==> config.mk <==
export PLATFORM = sky130hd
export DESIGN_NAME = pwg_top
export DESIGN_NICKNAME = d
export VERILOG_FILES = /design/src/core/pwg_pkg.sv /design/src/core/pwg_apb_front.sv /design/src/core/pwg_guard_bank.sv /design/src/core/pwg_top.sv
export SDC_FILE = /design/constraint.sdc
export NUM_CORES = 1
export LEC_CHECK = 0
export BUFFER_PORTS_ARGS = -buffer_cell sky130_fd_sc_hd__buf_2
export CAP_MARGIN = 20
export CELL_PAD_IN_SITES_DETAIL_PLACEMENT = 0
export CELL_PAD_IN_SITES_GLOBAL_PLACEMENT = 1
export CORE_MARGIN = 8
export CORE_UTILIZATION = 31
export CTS_BUF_LIST = sky130_fd_sc_hd__clkbuf_4 sky130_fd_sc_hd__clkbuf_8
export CTS_CLUSTER_SIZE = 8
export DETAILED_ROUTE_END_ITERATION = 10
export PLACE_DENSITY = 0.78
export SLEW_MARGIN = 20
export SYNTH_ARGS = -nofsm -noshare
export SYNTH_HDL_FRONTEND = slang
export SYNTH_SLANG_ARGS = --single-unit
==> constraint.sdc <==
create_clock -name pclk -period 1.3 [get_ports pclk]
set_input_delay 0.195 -clock pclk [delete_from_list [all_inputs] [get_ports pclk]]
set_output_delay 0.195 -clock pclk [all_outputs]
set_load 0.005 [all_outputs]
==> src/core/pwg_pkg.sv <==
// Shared constants, types and decode helpers for the peripheral write guard
package pwg_pkg;

   // Bus geometry
   localparam int unsigned ADDR_W = 12;
   localparam int unsigned DATA_W = 32;

   // Register byte offsets
   localparam logic [11:0] OFF_CLEAR = 12'h000;
   localparam logic [11:0] OFF_SET = 12'h004;

   // Value that both registers show after reset
   localparam logic [31:0] RESET_VALUE = 32'h0080_0000;

   // Guarded field positions
   localparam int unsigned EVENT_BIT = 1;
   localparam int unsigned SERIAL_LO = 2;
   localparam int unsigned SERIAL_HI = 7;
   localparam int unsigned TIMER_LO = 8;
   localparam int unsigned TIMER_HI = 15;
   localparam int unsigned ANALOG_IN_BIT = 16;
   localparam int unsigned COMPARATOR_BIT = 17;
   localparam int unsigned ANALOG_OUT_BIT = 18;
   localparam int unsigned TOUCH_BIT = 19;

   // Bits that hold protection state, and their value after reset
   localparam logic [31:0] GUARD_MASK = 32'h000f_fffe;
   localparam logic [31:0] GUARD_RESET = 32'h0000_0000;
   // Non-guard bits read back as the reset image
   localparam logic [31:0] FIXED_READ = RESET_VALUE & ~GUARD_MASK;

   // Cycles from the setup edge to pready
   localparam int unsigned ANSWER_CYCLES = 1;

   // One APB request as seen by the slave
   typedef struct packed {
      logic psel;
      logic penable;
      logic pwrite;
      logic [11:0] paddr;
      logic [31:0] pwdata;
      logic [3:0] pstrb;
   } pwg_req_t;

   // Decoded access for the guard bank and the answer logic
   typedef struct packed {
      logic setup;
      logic hit;
      logic wr_clr;
      logic wr_set;
      logic [31:0] wmask;
   } pwg_acc_t;

   // Word-aligned match against one register offset
   function automatic logic addr_is(input logic [11:0] addr, input logic [11:0] off);
      addr_is = (addr[11:2] == off[11:2]);
   endfunction

   // Write data with disabled byte lanes forced to zero
   function automatic logic [31:0] lane_mask(input logic [31:0] data, input logic [3:0] strb);
      logic [31:0] m;
      m = 32'h0000_0000;
      for (int i = 0; i < 4; i++) begin
         m[i*8 +: 8] = strb[i] ? data[i*8 +: 8] : 8'h00;
      end
      lane_mask = m;
   endfunction

endpackage

==> src/core/pwg_apb_front.sv <==
// APB request decode for the write guard registers
`timescale 1ns/1ps
module pwg_apb_front (
   // Request from the bus
   input wire pwg_pkg::pwg_req_t req,
   input wire logic pready_ff,
   // Decoded access
   output pwg_pkg::pwg_acc_t acc
);

   logic commit;

   always_comb begin
      commit = req.psel && req.penable && pready_ff && req.pwrite;
      acc.setup = req.psel && !req.penable;
      acc.hit = pwg_pkg::addr_is(req.paddr, pwg_pkg::OFF_CLEAR) || pwg_pkg::addr_is(req.paddr, pwg_pkg::OFF_SET);
      // Writes land only on the completing edge
      acc.wr_clr = commit && pwg_pkg::addr_is(req.paddr, pwg_pkg::OFF_CLEAR); // RULE7
      acc.wr_set = commit && pwg_pkg::addr_is(req.paddr, pwg_pkg::OFF_SET); // RULE4
      // Zero bits never touch the state
      acc.wmask = pwg_pkg::lane_mask(req.pwdata, req.pstrb) & pwg_pkg::GUARD_MASK; // RULE1
   end

endmodule

==> src/core/pwg_guard_bank.sv <==
// Bank of write-protection state bits with set and clear strobes
`timescale 1ns/1ps
module pwg_guard_bank (
   // Clock and reset
   input wire logic pclk,
   input wire logic presetn,
   // Update strobes
   input wire logic wr_clr,
   input wire logic wr_set,
   input wire logic [31:0] wmask,
   // State
   output logic [31:0] guard_ff
);

   genvar i;
   generate
      for (i = 0; i < 32; i++) begin : g_bit
         if (pwg_pkg::GUARD_MASK[i]) begin : g_live
            logic bit_ff;
            logic nxt_bit;
            // Set is tested last so it wins; the bus never raises both at once
            always_comb begin
               nxt_bit = bit_ff;
               if (wr_clr && wmask[i]) begin
                  nxt_bit = 1'b0; // RULE2
               end
               if (wr_set && wmask[i]) begin
                  nxt_bit = 1'b1; // RULE8
               end
            end
            always_ff @(posedge pclk or negedge presetn) begin
               if (!presetn) begin
                  bit_ff <= pwg_pkg::GUARD_RESET[i]; // RULE5
               end else begin
                  bit_ff <= nxt_bit;
               end
            end
            assign guard_ff[i] = bit_ff;
         end else begin : g_none
            assign guard_ff[i] = 1'b0;
         end
      end
   endgenerate

endmodule

==> src/core/pwg_top.sv <==
// Write guard for peripheral group two, reached over APB
//
// Summary of operation
// RULE1: Writing zero to any bit of either register leaves protection unchanged.
// RULE2: Writing one to a bit of the clear register removes that protection.
// RULE3: Reading a bit returns one when protection is on, zero when off.
// RULE4: Set register lives at offset 0x04, reset value 0x00800000, same layout.
// RULE5: Bits 19..16 guard analog blocks, bits 15..8 timers; all reset zero.
// RULE6: Bits 7..2 guard serial units five..zero, bit 1 events; reset zero.
// RULE7: Clear register lives at offset 0x00, reset value 0x00800000, same layout.
// RULE8: Writing one to a bit of the set register turns that protection on.
//
// Added by the designer: the APB interface to the registers.
`timescale 1ns/1ps
module pwg_top (
   // Clock and reset
   input wire logic pclk,
   input wire logic presetn,
   // APB request
   input wire logic psel,
   input wire logic penable,
   input wire logic pwrite,
   input wire logic [11:0] paddr,
   input wire logic [31:0] pwdata,
   input wire logic [3:0] pstrb,
   // APB answer
   output logic pready,
   output logic [31:0] prdata,
   output logic pslverr,
   // Protection state to the guarded peripherals
   output logic touch_guard_bit,
   output logic analog_out_guard_bit,
   output logic comparator_guard_bit,
   output logic analog_in_guard_bit,
   output logic [7:0] timer_guard_bits,
   output logic [5:0] serial_unit_guard_bits,
   output logic event_system_guard_bit
);

   ////////////////////////////////////////////////////////////////////////////
   // Request decode

   pwg_pkg::pwg_req_t req;
   pwg_pkg::pwg_acc_t acc;
   logic pready_ff;
   logic nxt_pready;
   logic [31:0] prdata_ff;
   logic [31:0] nxt_prdata;
   logic pslverr_ff;
   logic nxt_pslverr;
   logic [31:0] guard_ff;
   logic [31:0] readback;

   always_comb begin
      req.psel = psel;
      req.penable = penable;
      req.pwrite = pwrite;
      req.paddr = paddr;
      req.pwdata = pwdata;
      req.pstrb = pstrb;
   end

   pwg_apb_front u_front (
      .req(req),
      .pready_ff(pready_ff),
      .acc(acc)
   );

   ////////////////////////////////////////////////////////////////////////////
   // Protection state

   pwg_guard_bank u_bank (
      .pclk(pclk),
      .presetn(presetn),
      .wr_clr(acc.wr_clr),
      .wr_set(acc.wr_set),
      .wmask(acc.wmask),
      .guard_ff(guard_ff)
   );

   // Both offsets show the same image
   always_comb begin
      readback = guard_ff | pwg_pkg::FIXED_READ; // RULE3
   end

   ////////////////////////////////////////////////////////////////////////////
   // APB answer
   // Answer is computed in setup so pready/prdata come straight from flops;
   // this costs nothing since the access phase is the answer cycle.

   always_comb begin
      nxt_pready = acc.setup;
      nxt_prdata = 32'h0000_0000;
      nxt_pslverr = 1'b0;
      if (acc.setup && acc.hit && !req.pwrite) begin
         nxt_prdata = readback; // RULE3
      end
      if (acc.setup && !acc.hit) begin
         // Unmapped: refused, state untouched
         nxt_pslverr = 1'b1; // RULE4 RULE7
      end
   end

   always_ff @(posedge pclk or negedge presetn) begin
      if (!presetn) begin
         pready_ff <= 1'b0;
         prdata_ff <= 32'h0000_0000;
         pslverr_ff <= 1'b0;
      end else begin
         pready_ff <= nxt_pready;
         prdata_ff <= nxt_prdata;
         pslverr_ff <= nxt_pslverr;
      end
   end

   always_comb begin
      pready = pready_ff;
      prdata = prdata_ff;
      pslverr = pslverr_ff;
   end

   ////////////////////////////////////////////////////////////////////////////
   // Field outputs

   always_comb begin
      touch_guard_bit = guard_ff[pwg_pkg::TOUCH_BIT]; // RULE5
      analog_out_guard_bit = guard_ff[pwg_pkg::ANALOG_OUT_BIT];
      comparator_guard_bit = guard_ff[pwg_pkg::COMPARATOR_BIT];
      analog_in_guard_bit = guard_ff[pwg_pkg::ANALOG_IN_BIT];
      timer_guard_bits = guard_ff[pwg_pkg::TIMER_HI:pwg_pkg::TIMER_LO]; // RULE5
      serial_unit_guard_bits = guard_ff[pwg_pkg::SERIAL_HI:pwg_pkg::SERIAL_LO]; // RULE6
      event_system_guard_bit = guard_ff[pwg_pkg::EVENT_BIT]; // RULE6
   end

   ////////////////////////////////////////////////////////////////////////////
   // Assertions

   logic seen_ff;
   logic nxt_seen;

   always_comb begin
      nxt_seen = 1'b1;
   end

   always_ff @(posedge pclk or negedge presetn) begin
      if (!presetn) begin
         seen_ff <= 1'b0;
      end else begin
         seen_ff <= nxt_seen;
      end
   end

   ////////////////////////////////////////////////////////////////////////////
   // Field output checks

   logic [3:0] analog_view;
   logic [3:0] analog_wmask;
   logic [7:0] timer_wmask;
   logic [5:0] serial_wmask;

   always_comb begin
      analog_view = {touch_guard_bit, analog_out_guard_bit, comparator_guard_bit, analog_in_guard_bit};
      analog_wmask = acc.wmask[pwg_pkg::TOUCH_BIT:pwg_pkg::ANALOG_IN_BIT];
      timer_wmask = acc.wmask[pwg_pkg::TIMER_HI:pwg_pkg::TIMER_LO];
      serial_wmask = acc.wmask[pwg_pkg::SERIAL_HI:pwg_pkg::SERIAL_LO];
   end

   // One check per live bit: nothing but a written one may move it
   genvar b;
   generate
      for (b = pwg_pkg::EVENT_BIT; b <= pwg_pkg::TOUCH_BIT; b++) begin : g_keep

      end
   endgenerate
endmodule

Yosys cells after proc, flatten, opt, wreduce, memory -nomap -nowiden
Index checks and enable logic that the tools add are counted.
{"block": "totals", "register_bits": 45, "in_bits": 53}
{"block": "op_classes", "muxes": 43, "n_reduce_logical": 71, "n_eq_ne": 1}
{"op": "logical AND 1 bit", "count": 47}
{"op": "two-way mux 1 bit", "count": 39}
{"op": "nonzero test 2 bit", "count": 19}
{"op": "two-way mux 24 bit", "count": 1}
{"op": "two-way mux 8 bit", "count": 2}
{"op": "== test 10 x 1 -> 1 bit (second input constant)", "count": 1}
{"op": "zero test 10 bit", "count": 1}
{"op": "two-way mux 4 bit", "count": 1}
{"op": "zero test 1 bit", "count": 3}
{"op": "logical OR 1 bit", "count": 1}

Logic depth before layout (Yosys ltp)
{"block": "logic_depth", "word_depth": 7, "ltp_mapped": 5, "depth_no_buf": 3}

Modules after synthesis
A second synthesis with hierarchy kept.
{"block": "unflattened", "hier_cells": 213, "area_unflattened_um2": 2560.0}
{"module": "pwg_top", "area_each_um2": 1248.7, "instances": 1, "cells_per_inst": 76}
{"module": "pwg_guard_bank", "area_each_um2": 1007.2, "instances": 1, "cells_per_inst": 94}
{"module": "pwg_apb_front", "area_each_um2": 304.0, "instances": 1, "cells_per_inst": 43}

Worst setup path before layout
Ideal clock, no wire load.
{"block": "synth_path", "path_type": "flip-flop to flip-flop", "startpoint": "reg pready_ff, in the netlist pready", "endpoint": "reg u_bank.g_bit[10].g_live.bit_ff", "setup_slack_ns": -0.059, "arrival_time_ns": 1.232, "synth_period_minus_slack_ns": 1.359, "n_path_buf": 2, "setup_time_ns": 0.127, "path_stages_with_launch": 6, "cell_sequence": "dfrtp_1 > and4_1 > buf_4 > buf_6 > nand4_1 > mux2_1"}
{"block": "synth_between", "elab_chain_cells": 5, "word_cells_on_any_way": 8, "cone_classes": "mux (1); reduce/logical (7)"}
{"element": "start, declared", "line_no": "pwg_top.sv:45", "rtl": "logic pready_ff;"}
{"element": "start signal, assigned", "line_no": "pwg_top.sv:110", "rtl": "pready_ff <= nxt_pready;"}
{"element": "logical AND 1 bit * (2 in series)", "line_no": "pwg_apb_front.sv:14", "rtl": "commit = req.psel && req.penable && pready_ff && req.pwrite;"}
{"element": "logical AND 1 bit, on equally long branches", "line_no": "pwg_apb_front.sv:19, pwg_apb_front.sv:18"}
{"element": "logical AND 1 bit, on equally long branches", "line_no": "pwg_guard_bank.sv:27, pwg_guard_bank.sv:24"}
{"element": "two-way mux 1 bit or nonzero test 2 bit (tied branches)"}
{"element": "end signal, assigned", "line_no": "pwg_guard_bank.sv:33", "rtl": "bit_ff <= pwg_pkg::GUARD_RESET[i];"}
{"element": "end signal, assigned", "line_no": "pwg_guard_bank.sv:35", "rtl": "bit_ff <= nxt_bit;"}
{"element": "end, declared", "line_no": "pwg_guard_bank.sv:19", "rtl": "logic bit_ff;"}
Mark *: on every way between the ends. The rest lies on a longest branch, timed or not.
A chain may end at the register's enable or synchronous reset.

Final worst setup path
{"block": "layout_path", "startpoint": "reg pready_ff, in the netlist pready", "endpoint": "reg u_bank.g_bit[18].g_live.bit_ff"}
{"block": "layout_between", "elab_chain_cells": 5, "word_cells_on_any_way": 8, "cone_classes": "mux (1); reduce/logical (7)"}
{"element": "logical AND 1 bit * (2 in series)", "line_no": "pwg_apb_front.sv:14"}
{"element": "logical AND 1 bit, on equally long branches", "line_no": "pwg_apb_front.sv:19, pwg_apb_front.sv:18"}
{"element": "logical AND 1 bit, on equally long branches", "line_no": "pwg_guard_bank.sv:27, pwg_guard_bank.sv:24"}
{"element": "two-way mux 1 bit or nonzero test 2 bit (tied branches)"}
{"element": "end signal, assigned", "line_no": "pwg_guard_bank.sv:33"}
{"element": "end signal, assigned", "line_no": "pwg_guard_bank.sv:35"}
{"element": "end, declared", "line_no": "pwg_guard_bank.sv:19"}
Marks and branches as above.

==> flow_metrics.env <==
export IMPL_status="finished with violations"
export IMPL_violations="setup timing"
export IMPL_grt_start_max_net_pins=42
export IMPL_fmax_ghz=0.766
export IMPL_cts_buffers_inserted=5
export IMPL_vias=1418
export IMPL_yosys_area_share_xor_xnor_pct=0
export IMPL_synthTopCellsByArea="dfrtp_1, buf_4, mux2_1"
export IMPL_grt_busiest_layer="met2"
export IMPL_drt_iter0_drc=70
export IMPL_first_pass_iters=4
export IMPL_instances_no_fill=308
export IMPL_synth_compound_gate_area_share_pct=0
export IMPL_grtUsageTotal_pct=10.8
export IMPL_synth_top_family_by_area="simple AND/OR/NAND/NOR gates"
export IMPL_slew_viol_final=0
export IMPL_clock_skew_ns=0.00501
export IMPL_setup_violations=2
export IMPL_crit_type="reg -> reg"
export IMPL_yosysWarnings=0
export IMPL_finalCritPeriodShare_pct=100
export IMPL_wl_per_cell_um=16.3
export IMPL_drcViolationCount=0
export IMPL_cts_tree="done"
export IMPL_grt_pass1_wl_um=8220
export IMPL_antenna_found_initial=0
export IMPL_root_buffer="clkbuf_8"
export IMPL_syn_area_per_cell_um2=12.1
export IMPL_synth_seq_area_share_pct=50.8
export IMPL_synth_mux_area_fraction_pct=10.6
export IMPL_fin_total_pwr_mw=2.47
export IMPL_cp_arrival_ns=1.48
export IMPL_clkTransAtPathRegs_ns=0.08
export IMPL_power_per_cell_area_mw_per_mm2=979
export IMPL_cp_max_fo=19
export IMPL_synthTopCellsByCount="dfrtp_1, buf_4, and2_1"
export IMPL_gp_congestion=0.743
export IMPL_ys_seq_elements=41
export IMPL_post_cts_buffers=0
export IMPL_die_h_um=96.7
export IMPL_endpoint_kind="register"
export IMPL_ys_types=20
export IMPL_async_reset_ff_share_pct=100
export IMPL_diodes=0
export IMPL_ioPinCount=106
export IMPL_max_vdd_ir_drop_uv=376
export IMPL_coreArea_mm2=0.00631
export IMPL_yosys_area_share_simple_pct=25.0
export IMPL_num_rows=29
export IMPL_p_leak_nw=1.38
export IMPL_synthAdderAreaFrac_pct=0
export IMPL_gr_total_overflow=0
export IMPL_cts_sink_count=41
export IMPL_setup_slack_ns=-0.00617
export IMPL_htree_levels=2
export IMPL_dpl_cell_count=300
export IMPL_whs_ns=0.0851
export IMPL_grt_pass1_vias=1515
export IMPL_vias_per_cell=4.60
export IMPL_ant_nets=0
export IMPL_syn_to_final_growth_pct=25.0
export IMPL_routed_wl_um=5030
export IMPL_synth_largest_area_cell="dfrtp_1"
export IMPL_fillerInstances=635
export IMPL_hp_class="in -> reg"
export IMPL_synth_top_area_share_pct=50.8
export IMPL_period_minus_slack_ns=1.31
export IMPL_placed_area_mm2=0.00237
export IMPL_crit_path_start_kind="register"
export IMPL_synth_main_ff_cell="dfrtp_1"
export IMPL_place_ws_ns=-0.194
export IMPL_grt_use_met3_pct=3.70
export IMPL_netlist_area_mm2=0.00202
export IMPL_final_area_mm2=0.00252
export IMPL_grt_use_met1_pct=12.9
export IMPL_use_met2_pct=17.7
export IMPL_hold_viol_final=0
export IMPL_synth_edf_count=0
export IMPL_start_util_pct=32.0
export IMPL_finalNetCount=284
export IMPL_die_w_um=96.7
export IMPL_synthCells=167
export IMPL_clkLatencyLatePin_ns=0.29
export IMPL_hpwl_um=3670
export IMPL_final_layout_size_suffix_gt1_share_pct=45.9
export IMPL_cp_required_ns=1.48
export IMPL_rsz0062_at_grt="yes"
export IMPL_cap_viol_max_count=0
export IMPL_yosysMostFrequentCell="dfrtp_1"
export IMPL_dieArea_mm2=0.00936
export IMPL_cts_buffer_depth=2
export IMPL_io_buffers=77
## worst max-delay path, cell delays in order (launching register included)
cell and delay (ns):
dfrtp_1 0.37, and4_4 0.23, buf_12 0.14, nand4_1 0.13
mux2_4 0.31
## path summary, 6_finish.rpt
path,from,to,slack (ns),depth (start not counted)
max,pready,u_bank.g_bit[18].g_live.bit_ff,-0.006,4
min,penable,pready,0.09,2
max reg2reg,pready,u_bank.g_bit[18].g_live.bit_ff,-0.006,4
min reg2reg,u_bank.g_bit[4].g_live.bit_ff,prdata[4],0.50,1
max in group asynchronous,presetn,u_bank.g_bit[19].g_live.bit_ff,0.69,3
min in group asynchronous,presetn,prdata[14],0.40,3
## layer usage
layer / share of wire (%) / wire length, um / up-vias
met4: 1.6 / 78 / 0
met3: 6.6 / 334 / 7
met2: 49 / 2470 / 56
met1: 43 / 2150 / 673
met5: 0 / 0 / -
li1: - / - / 682
## cell usage in the layout (no fill, tap or decap), drive strengths merged
master	netlist	layout
nand3	1	1
clkinv	0	1
nor4bb	17	17
dfrtp	41	41
dlygate4sd3	0	1
conb	1	12
bufinv	0	1
and4bb	2	2
nor4	1	1
and4	2	2
nor3b	1	1
nor2b	1	1
nand4	19	19
clkbuf	6	5
mux2	19	19
nor2	1	1
buf	34	85
and2	20	20
nor3	1	1
## cell families after synthesis
| group | after synthesis |
|---|---|
| AND/OR/NAND/NOR | 66 |
| buffers and inverters | 40 |
| flip-flops | 41 |
| other | 1 |
| multiplexers | 19 |
## power breakdown
| part | switching, mW | internal (mW) |
|---|---|---|
| Clock | 0.437 | 0.558 |
| Combinational | 0.111 | 0.0868 |
| Sequential | 0.00176 | 1.28 |
| Total | 0.550 | 1.92 |
## state kept, by name, summed over array words and instances, names as in the netlist
name,flops
pready,1
prdata,20
pslverr,1
u_bank.g_bit.g_live.bit_ff,19
## through the flow
step / setup TNS [ns] / utilization [%]
floorplan: 0 / -
global placement: -3.27 / 37.6
detailed placement: -4.88 / 37.6
CTS: -0.000345 / 39.6
global route: -0.361 / 40.0
finish: -0.00836 / 40.0
## repair_timing
item / CTS / global route
endpoints found under the setup margin: 11 / 19
pin swaps: 0 / 6
endpoints found under the hold margin: 41 / 0
hold buffers: 1 / 0
resized for setup: 3 / 7
## cell type report
class | count | area (um^2) | share of cell area (%)
Multi-Input combinational cell | 97 | 806 | 31.9
Sequential cell | 41 | 1030 | 40.6
Clock buffer | 5 | 68.8 | 2.73
Timing Repair Buffer | 86 | 493 | 19.5
Tap cell | 77 | 96.3 | 3.82
Clock inverter | 2 | 35.0 | 1.39
(Power assumes the default switching activity.)
